File: src/rtl/uarx_consts.svh
`ifndef UARX_CONSTS_SVH
`define UARX_CONSTS_SVH

// oversampling: samples per bit in normal and double-speed modes
`define UARX_SPB_NORMAL 5'h10
`define UARX_SPB_DOUBLE 5'h08
// start-validation and centre voting sample numbers (first, middle, last)
`define UARX_VOTE_FIRST_NORMAL 5'h08
`define UARX_VOTE_MID_NORMAL 5'h09
`define UARX_VOTE_LAST_NORMAL 5'h0A
`define UARX_VOTE_FIRST_DOUBLE 5'h04
`define UARX_VOTE_MID_DOUBLE 5'h05
`define UARX_VOTE_LAST_DOUBLE 5'h06
// sample numbering starts at one on the first low sample
`define UARX_SAMPLE_FIRST 5'h01
`define UARX_SAMPLE_IDLE 5'h00
// data plus parity bit count limits
`define UARX_BITS_MIN 4'h5
`define UARX_BITS_MAX 4'hA
// default baud divisor value (tick period in system clocks, minus one)
`define UARX_DIVISOR_DEFAULT 12'h019

`endif

File: src/rtl/uarx_pkg.sv
package uarx_pkg;

    // receiver controls
    typedef struct packed {
        logic double_speed_select;
        logic [3:0] frame_bits;
        logic [11:0] baud_divisor_value;
    } uarx_cfg_type;

    // one received frame with its frame error
    typedef struct packed {
        logic frame_error;
        logic [9:0] data;
    } uarx_frame_type;

    // receiver states
    typedef enum logic [1:0] {
        UARX_IDLE,
        UARX_START,
        UARX_BITS,
        UARX_STOP
    } uarx_state_type;

endpackage : uarx_pkg

File: src/rtl/uarx_receiver.sv
`timescale 1ns/1ns
`default_nettype none
`include "uarx_consts.svh"

module uarx_receiver
#(
    parameter int DIV_WIDTH = 12,
    parameter int FIFO_DEPTH = 8
)
(
    // clock and reset
    input wire logic i_clk_sys,
    input wire logic i_reset,
    // serial line from the remote transmitter
    input wire logic i_serial_receive_pin,
    // configuration
    input wire uarx_pkg::uarx_cfg_type i_cfg,
    // received frames
    output logic o_frame_valid,
    output uarx_pkg::uarx_frame_type o_frame,
    input wire logic i_frame_ready,
    // status
    output logic o_busy,
    output logic o_overrun
);
    import uarx_pkg::*;

    // whole receiver state
    typedef struct packed {
        logic sync1;                 // first synchroniser stage, only read by sync2
        logic sync2;                 // synchronised line level
        logic prev_level;            // last sampled level, for edge detection
        uarx_state_type fsm;
        logic [4:0] sample;          // sample number within current bit
        logic [3:0] bit_idx;         // data bits collected so far
        logic [2:0] votes;           // centre samples of current bit
        logic [9:0] shift;           // data plus parity, lsb first
        logic push;                  // frame ready to hand to the fifo
        uarx_frame_type frame;
        logic overrun;               // sticky: frame dropped on full fifo
    } uarx_rx_state_type;

    uarx_rx_state_type state_reg;
    uarx_rx_state_type state_next;

    logic tick;
    logic fifo_in_ready;
    logic [4:0] spb;
    logic [4:0] v_first;
    logic [4:0] v_mid;
    logic [4:0] v_last;
    logic [3:0] nbits;
    logic majority;
    logic [DIV_WIDTH-1:0] divisor;

    // the tick keeps the programmed rate in both modes; double speed divides
    // the bit into eight ticks instead of sixteen, so the line rate doubles
    assign divisor = i_cfg.baud_divisor_value[DIV_WIDTH-1:0];

    // sample-rate tick
    uarx_tick_gen #(
        .DIV_WIDTH(DIV_WIDTH)
    ) u_tick (
        .i_clk_sys(i_clk_sys),
        .i_reset(i_reset),
        .i_divisor(divisor),
        .o_tick(tick)
    );

    // mode-dependent constants
    always_comb
    begin
        if (i_cfg.double_speed_select)
        begin
            spb = `UARX_SPB_DOUBLE;
            v_first = `UARX_VOTE_FIRST_DOUBLE;
            v_mid = `UARX_VOTE_MID_DOUBLE;
            v_last = `UARX_VOTE_LAST_DOUBLE;
        end
        else
        begin
            spb = `UARX_SPB_NORMAL;
            v_first = `UARX_VOTE_FIRST_NORMAL;
            v_mid = `UARX_VOTE_MID_NORMAL;
            v_last = `UARX_VOTE_LAST_NORMAL;
        end
    end

    // clamp frame length to the supported range
    always_comb
    begin
        if (i_cfg.frame_bits < `UARX_BITS_MIN)
            nbits = `UARX_BITS_MIN;
        else if (i_cfg.frame_bits > `UARX_BITS_MAX)
            nbits = `UARX_BITS_MAX;
        else
            nbits = i_cfg.frame_bits;
    end

    // majority of the three centre samples, including the one taken now
    assign majority = (state_reg.votes[1] & state_reg.votes[0])
        | (state_reg.votes[1] & state_reg.sync2)
        | (state_reg.votes[0] & state_reg.sync2);

    // next-state logic
    always_comb
    begin
        state_next = state_reg;
        state_next.sync1 = i_serial_receive_pin;
        state_next.sync2 = state_reg.sync1;
        state_next.push = 1'b0;
        // a dropped frame sets overrun; nothing clears it but reset
        if (state_reg.push && !fifo_in_ready)
            state_next.overrun = 1'b1;
        if (tick)
        begin
            state_next.prev_level = state_reg.sync2;
            case (state_reg.fsm)
                UARX_IDLE:
                begin
                    // idle samples are number zero
                    state_next.sample = `UARX_SAMPLE_IDLE;
                    if (state_reg.prev_level && !state_reg.sync2)
                    begin
                        state_next.fsm = UARX_START;
                        state_next.sample = `UARX_SAMPLE_FIRST;
                    end
                end
                UARX_START:
                begin
                    state_next.sample = state_reg.sample + 5'h01;
                    if (state_reg.sample == v_first || state_reg.sample == v_mid)
                        state_next.votes = {state_reg.votes[1:0], state_reg.sync2};
                    if (state_reg.sample == v_last)
                    begin
                        if (majority)
                        begin
                            // noise spike: hunt for the next falling edge
                            state_next.fsm = UARX_IDLE;
                            state_next.sample = `UARX_SAMPLE_IDLE;
                        end
                        else
                        begin
                            // timing now follows this start bit
                            state_next.fsm = UARX_BITS;
                            state_next.bit_idx = 4'h0;
                            state_next.shift = '0;
                        end
                    end
                    if (state_reg.sample == spb)
                        state_next.sample = `UARX_SAMPLE_FIRST;
                end
                UARX_BITS, UARX_STOP:
                begin
                    // sample number wraps at the bit length
                    if (state_reg.sample == spb)
                        state_next.sample = `UARX_SAMPLE_FIRST;
                    else
                        state_next.sample = state_reg.sample + 5'h01;
                    if (state_reg.sample == v_first || state_reg.sample == v_mid)
                        state_next.votes = {state_reg.votes[1:0], state_reg.sync2};
                    if (state_reg.sample == v_last && state_reg.fsm == UARX_BITS)
                    begin
                        state_next.shift[state_reg.bit_idx] = majority;
                        state_next.bit_idx = state_reg.bit_idx + 4'h1;
                        if (state_reg.bit_idx + 4'h1 == nbits)
                            state_next.fsm = UARX_STOP;
                    end
                    if (state_reg.sample == v_last && state_reg.fsm == UARX_STOP)
                    begin
                        // only the first stop bit is examined
                        state_next.frame.data = state_reg.shift;
                        state_next.frame.frame_error = !majority;
                        state_next.push = 1'b1;
                        // free to see a new start on the very next sample
                        state_next.fsm = UARX_IDLE;
                        state_next.sample = `UARX_SAMPLE_IDLE;
                    end
                end
                default:
                begin
                    state_next.fsm = UARX_IDLE;
                end
            endcase
        end
    end

    // register
    always_ff @(posedge i_clk_sys)
    begin
        if (i_reset)
        begin
            state_reg <= '0;
            state_reg.sync1 <= 1'b1;
            state_reg.sync2 <= 1'b1;
            state_reg.prev_level <= 1'b1;
        end
        else
            state_reg <= state_next;
    end

    // frame buffer: frame error rides with its data word
    uarx_fifo #(
        .WIDTH($bits(uarx_frame_type)),
        .DEPTH(FIFO_DEPTH)
    ) u_fifo (
        .i_clk_sys(i_clk_sys),
        .i_reset(i_reset),
        .i_in_valid(state_reg.push),
        .i_in_data(state_reg.frame),
        .o_in_ready(fifo_in_ready),
        .o_out_valid(o_frame_valid),
        .o_out_data(o_frame),
        .i_out_ready(i_frame_ready)
    );

    assign o_busy = (state_reg.fsm != UARX_IDLE);
    assign o_overrun = state_reg.overrun;
endmodule : uarx_receiver

`default_nettype wire

File: src/rtl/uarx_tick_gen.sv
`timescale 1ns/1ns
`default_nettype none
`include "uarx_consts.svh"

// baud generator: one-cycle tick at the oversampling rate
module uarx_tick_gen
#(
    parameter int DIV_WIDTH = 12
)
(
    // clock and reset
    input wire logic i_clk_sys,
    input wire logic i_reset,
    // divisor
    input wire logic [DIV_WIDTH-1:0] i_divisor,
    // tick out
    output logic o_tick
);
    // state of the divider
    typedef struct packed {
        logic [DIV_WIDTH-1:0] count;
        logic tick;
    } uarx_tick_state_type;

    uarx_tick_state_type state_reg;
    uarx_tick_state_type state_next;

    // count down and reload on zero
    always_comb
    begin
        state_next = state_reg;
        state_next.tick = 1'b0;
        if (state_reg.count == '0)
        begin
            state_next.count = i_divisor;
            state_next.tick = 1'b1;
        end
        else
        begin
            state_next.count = state_reg.count - 1'b1;
        end
    end

    // register
    always_ff @(posedge i_clk_sys)
    begin
        if (i_reset)
            state_reg <= '0;
        else
            state_reg <= state_next;
    end

    assign o_tick = state_reg.tick;

endmodule : uarx_tick_gen

`default_nettype wire

File: src/rtl/uarx_fifo.sv
`timescale 1ns/1ns
`default_nettype none

// small flip-flop fifo with valid/ready on both sides
module uarx_fifo
#(
    parameter int WIDTH = 11,
    parameter int DEPTH = 8,
    parameter int AW = $clog2(DEPTH)
)
(
    // clock and reset
    input wire logic i_clk_sys,
    input wire logic i_reset,
    // fill side
    input wire logic i_in_valid,
    input wire logic [WIDTH-1:0] i_in_data,
    output logic o_in_ready,
    // drain side
    output logic o_out_valid,
    output logic [WIDTH-1:0] o_out_data,
    input wire logic i_out_ready
);
    // whole fifo state
    typedef struct packed {
        logic [DEPTH-1:0][WIDTH-1:0] mem;
        logic [AW-1:0] wr_ptr;
        logic [AW-1:0] rd_ptr;
        logic [AW:0] count;
    } uarx_fifo_state_type;

    uarx_fifo_state_type state_reg;
    uarx_fifo_state_type state_next;
    logic do_wr;
    logic do_rd;

    assign o_in_ready = (state_reg.count != DEPTH[AW:0]);
    assign o_out_valid = (state_reg.count != '0);
    assign do_wr = i_in_valid && o_in_ready;
    assign do_rd = o_out_valid && i_out_ready;

    // pointer and count update
    always_comb
    begin
        state_next = state_reg;
        if (do_wr)
        begin
            state_next.mem[state_reg.wr_ptr] = i_in_data;
            state_next.wr_ptr = (state_reg.wr_ptr == AW'(DEPTH - 1)) ? '0 : state_reg.wr_ptr + 1'b1;
        end
        if (do_rd)
            state_next.rd_ptr = (state_reg.rd_ptr == AW'(DEPTH - 1)) ? '0 : state_reg.rd_ptr + 1'b1;
        // simultaneous write and read keeps the count
        if (do_wr && !do_rd)
            state_next.count = state_reg.count + 1'b1;
        else if (do_rd && !do_wr)
            state_next.count = state_reg.count - 1'b1;
    end

    // register
    always_ff @(posedge i_clk_sys)
    begin
        if (i_reset)
            state_reg <= '0;
        else
            state_reg <= state_next;
    end

    // head word straight from the storage flops
    assign o_out_data = state_reg.mem[state_reg.rd_ptr];

endmodule : uarx_fifo

`default_nettype wire

File: config.mk
export PLATFORM = sky130hd
export DESIGN_NAME = uarx_receiver
export DESIGN_NICKNAME = d
export VERILOG_FILES = /design/src/rtl/uarx_pkg.sv /design/src/rtl/uarx_receiver.sv /design/src/rtl/uarx_tick_gen.sv /design/src/rtl/uarx_fifo.sv
export VERILOG_INCLUDE_DIRS = /design/src /design/src/rtl
export SDC_FILE = /design/constraint.sdc
export NUM_CORES = 1
export LEC_CHECK = 0
export BUFFER_PORTS_ARGS = -buffer_cell sky130_fd_sc_hd__buf_2
export CELL_PAD_IN_SITES_DETAIL_PLACEMENT = 1
export CELL_PAD_IN_SITES_GLOBAL_PLACEMENT = 1
export CORE_ASPECT_RATIO = 1.75
export CORE_UTILIZATION = 35
export DETAILED_ROUTE_END_ITERATION = 10
export PLACE_DENSITY = 0.6
export SYNTH_ARGS = -nofsm -noshare
export SYNTH_HDL_FRONTEND = slang
export SYNTH_SLANG_ARGS = --single-unit
File: constraint.sdc
create_clock -name i_clk_sys -period 6.6 [get_ports i_clk_sys]
set_input_delay 1.32 -clock i_clk_sys [delete_from_list [all_inputs] [get_ports i_clk_sys]]
set_output_delay 1.32 -clock i_clk_sys [all_outputs]
set_load 0.05 [all_outputs]
== Word-level counts from Yosys, hierarchy flattened ==
Index checks and enable logic that the tools add are counted.
Storage, ports and cells
  flip-flop bits (word level): 151
  output and inout bits: 14
Operators by class
  reduce and logical (&&, ||, !) cells: 28
  mux-type cells: 38
  order comparisons: 7
  equal/unequal tests: 17
  bitwise operators: 7
  add/subtract/negate cells: 7
Operators by type and width (number)
  $bwmux 88: 1
  $mux 4: 9
  $pmux 17 s2: 1
  $bmux 11 s3: 1
  $demux 11 s3: 1
  $mux 11: 3
  $mux 10: 3
  $mux 12: 2
  $pmux 7 s3: 1
  $eq 5x5->1: 4
  $mux 5: 4
  $mux 7: 2
  $logic_not 12->1: 1
  $sub 12x1->12 const B: 1
  $bwmux 10: 1
  $logic_and 1x1->1: 10
  $reduce_and 5->1: 2
  $mux 3: 3
  $add 4x1->4 const B: 2
  $lt 3x4->1 const B: 2
  $ne 2x2->1 const B: 4
  $add 3x1->3 const B: 2
  $eq 3x3->1 const B: 2
  $mux 2: 3
  other kinds (26): 39

== Longest topological paths before layout ==
  depth after elaboration: 8
  gate-level depth with buffers: 12

== By module ==
From an unflattened synthesis, not the netlist that was laid out.
Second synthesis, totals
  cells, all modules: 716
  area, all modules: 7165.6 um^2
Modules (own cells, without submodules)
  uarx_fifo: times used 1, area each 4381.7 um^2, cells an instance 405
  uarx_receiver: times used 1, area each 2057.0 um^2, cells an instance 234
  uarx_tick_gen: times used 1, area each 726.9 um^2, cells an instance 77

== Least setup slack after synthesis ==
Ideal clock, no wire load.
  kind: reg-to-output
  start: reg u_fifo.state_reg[4] in the netlist's numbering
  end: out o_frame[0] in the netlist's numbering
  path slack: 3.425 ns
  stages on the path, launching flop included: 5
  buffers on the path: 2
  data arrival time: 1.855 ns
  cells stage by stage: dfxtp_1 clkbuf_1 buf_2 mux4_2 mux2_2
RTL lines
  start, declared: line uarx_fifo.sv:32  | uarx_fifo_state_type state_reg;
  start signal, assigned: line uarx_fifo.sv:66  | state_reg <= state_next;
  end, declared: line uarx_receiver.sv:20  | output uarx_pkg::uarx_frame_type o_frame,

==> results.py <==
metrics = {
    "placement": {
        "port_buffers": 34,
        "hpwl_um": 11400,
        "globalplace.congestion": 0.753,
        "dp_slack_ns": 3.25,
        "dpl_cell_area_sq_um": 7350,
    },
    "layout": {
        "final_area_sq_um": 7930,
        "final_nets": 770,
        "antenna_cells": 0,
        "finish.utilization_pct": 40.2,
        "nFillCells": 2248,
        "drive_gt1_share_pct": 17.1,
        "largest_reg_flops": 98,
        "area_delta_synth_final_pct": 12.5,
    },
    "floorplanning": {
        "core-area_sq_um": 19700,
        "start_util_pct": 35.7,
        "fp.dieArea_sq_um": 20700,
        "die-height_um": 190,
        "boundaryPins": 35,
        "die_x_um": 109,
        "rows": 68,
    },
    "worst_setup_path": {
        "rr_startpoint": "u_fifo.state_reg[0]",
        "critPathMaxFanout": 24,
        "critPathKind": "flop to output pin",
        "reg2reg_to": "u_fifo.state_reg[3]",
        "cp.required_ns": 5.28,
        "startpoint": "u_fifo.state_reg[5]",
        "end_kind": "output pin",
        "worst_setup_path_start_kind": "flop",
        "r2r_slack_ns": 3.58,
        "cp.arrival_ns": 2.47,
        "rr_worst_depth": 11,
    },
    "global_routing": {
        "grt_pass1_wl_um": 27900,
        "grt_max_degree": 92,
        "antenna_found_initial": 0,
        "grtUsageTotal_pct": 17.4,
        "grt_overflow": 0,
        "first_global_vias": 5613,
    },
    "worst_hold_path": {
        "holdPathEnd": "state_reg[38]",
        "hp-start": "state_next[38]",
        "min_path_cells": 1,
        "hold_class": "flop to flop",
    },
    "power": {
        "p_per_area_nw_per_um2": 278,
        "ir_drop_v": 0.000162,
        "p_leak_nw": 3.23,
        "power.total_mw": 2.20,
    },
    "routing": {
        "drt_iter0_markers": 122,
        "ant_nets": 0,
        "drt_first_pass_iters": 4,
        "vias": 5222,
        "finalWirelength_um": 16700,
        "drc_errors": 0,
        "via_per_inst": 5.28,
        "wl_per_cell_um": 16.9,
    },
    "yosys": {
        "ys_warn_count": 0,
        "yosys-top-cells-area": "dfxtp_1, mux2i_1, mux4_2",
        "synth.avg_cell_area_sq_um": 9.68,
        "synth_top_flop_cell": "dfxtp_1",
        "yosysSeqAreaShare_pct": 42.6,
        "synthCells": 728,
        "async_flop_share_pct": 0,
        "ys_ff_latch": 150,
        "synth-edff-count": 0,
        "syn_area_sq_um": 7050,
        "synth.distinct_cells": 57,
        "syn_nets": 767,
        "yosys.area.top_type": "dfxtp_1",
        "synth_top_area_share_pct": 42.6,
    },
    "sta": {
        "timing.final.crit_share_pct": 57.4,
        "rsz0062_at_grt": "no",
        "drv_slew": 0,
        "finalCriticalPeriod_ns": 3.79,
        "layout_setup_ws_ns": 2.81,
        "clock.fmax_mhz": 264,
        "clock_skew_ns": 0.00470,
        "setup_viol": 0,
        "hold_viol": 0,
        "max_slew.worst_pin.slew_ns": 1.20,
        "relSlewSlack_pct": 19.7,
        "setup_tns_ns": 0,
    },
    "cts": {
        "cts_hold_buf": 0,
        "postCtsSetupBuffers": 0,
        "path_clk_slew_ns": 0.06,
        "clock_latency_ns": 0.42,
        "numCtsBuffers": 17,
        "cts.htree.levels": 4,
        "cts_max_path_buffers": 2,
        "cts.sink_count": 150,
        "cts_tree": "done",
        "ctsResizeCount": 0,
        "cts-root-buf": "clkbuf_16",
    },
    "run_status": {
        "status": "finished clean",
    },
    "flow_run": {
        "maxCapViolCount": 0,
    },
}
[per-stage QoR]
stage / hold slack (ns) / instances
after floorplan: 0.389 / 728
after global placement: 0.404 / 957
after detailed placement: 0.403 / 957
after CTS: 0.421 / 989
after global routing: 0.451 / 989
final: 0.414 / 989
[area by class of cell]
cell class / instances / area, sq um / share of cell area, %
clock buffers: 20 / 457 / 5.76
multi-input cells: 511 / 3780 / 47.7
inverters: 11 / 41.3 / 0.520
repair buffers: 40 / 218 / 2.74
clock inverters: 12 / 128 / 1.61
flip-flops and latches: 150 / 3000 / 37.8
well taps: 245 / 307 / 3.86
[Yosys cell counts, drive strengths merged, types with 3 or more instances]
master / n
nand4: 8
nand2: 49
a311oi: 3
buf: 15
mux2: 11
nand2b: 9
nor2: 130
xor2: 6
nand3: 13
or2: 3
nor3b: 4
o21ai: 19
nor2b: 8
a31oi: 4
mux4: 23
mux2i: 94
a21oi: 40
ha: 17
a211oi: 12
clkbuf: 41
nand4b: 3
or3: 5
dfxtp: 150
nand3b: 3
a21o: 3
xnor2: 5
and3: 3
nor3: 10
inv: 10
[cell usage in the layout (no fill, tap or decap), types with 7 or more instances in the layout]
master	instances
nand2b_1	9
nand2_1	49
mux2_2	11
buf_4	7
ha_1	17
buf_2	33
a21oi_1	40
a211oi_2	9
nor3_1	9
nand4_1	8
dfxtp_1	150
mux2i_1	94
nor2b_1	8
mux4_2	23
nor2_1	130
inv_1	10
o21ai_0	19
nand3_1	12
clkbuf_16	17
[metal layers]
layer | global-route usage [%] | part of all wire (%)
met2 | 32.4 | 55
met3 | 3.29 | 2.1
met1 | 19.0 | 41
met4 | 6.62 | 1.7
met5 | 0 | 0
[worst max-delay path, stage by stage (launching register included)]
cell,delay (ns)
dfxtp_1,1.11
mux4_2,0.42
mux2_2,0.28
buf_2,0.21
[cell families (layout without fill, tap and decap cells)]
group	after synthesis	count (layout)	share of synthesized area, %
adder cells (fa/ha/maj)	19	19	3.44
buffers and inverters	67	83	4.12
AO/OA/AOI/OAI	95	95	9.03
XOR/XNOR	11	11	1.37
AND/OR/NAND/NOR	258	258	17.0
flip-flops	150	150	42.6
multiplexers	128	128	22.4
[power breakdown]
part | internal (mW) | switching (mW) | total [mW] | leakage (nW)
clock network | 0.575 | 0.382 | 0.957 | 0.278
registers | 0.943 | 0.0394 | 0.983 | 1.21
logic | 0.114 | 0.149 | 0.263 | 1.74
[worst max path at each step]
stage | end | slack, ns
6_report | o_frame[9] | 2.81
4_1_cts | o_frame[9] | 2.79
5_1_grt | o_frame[4] | 2.71
3_5_place_dp | o_frame[9] | 3.25
2_1_floorplan | o_frame[0] | 3.43
3_3_place_gp | o_frame[9] | 3.26
Note: power is estimated with default switching activity, not from simulation.
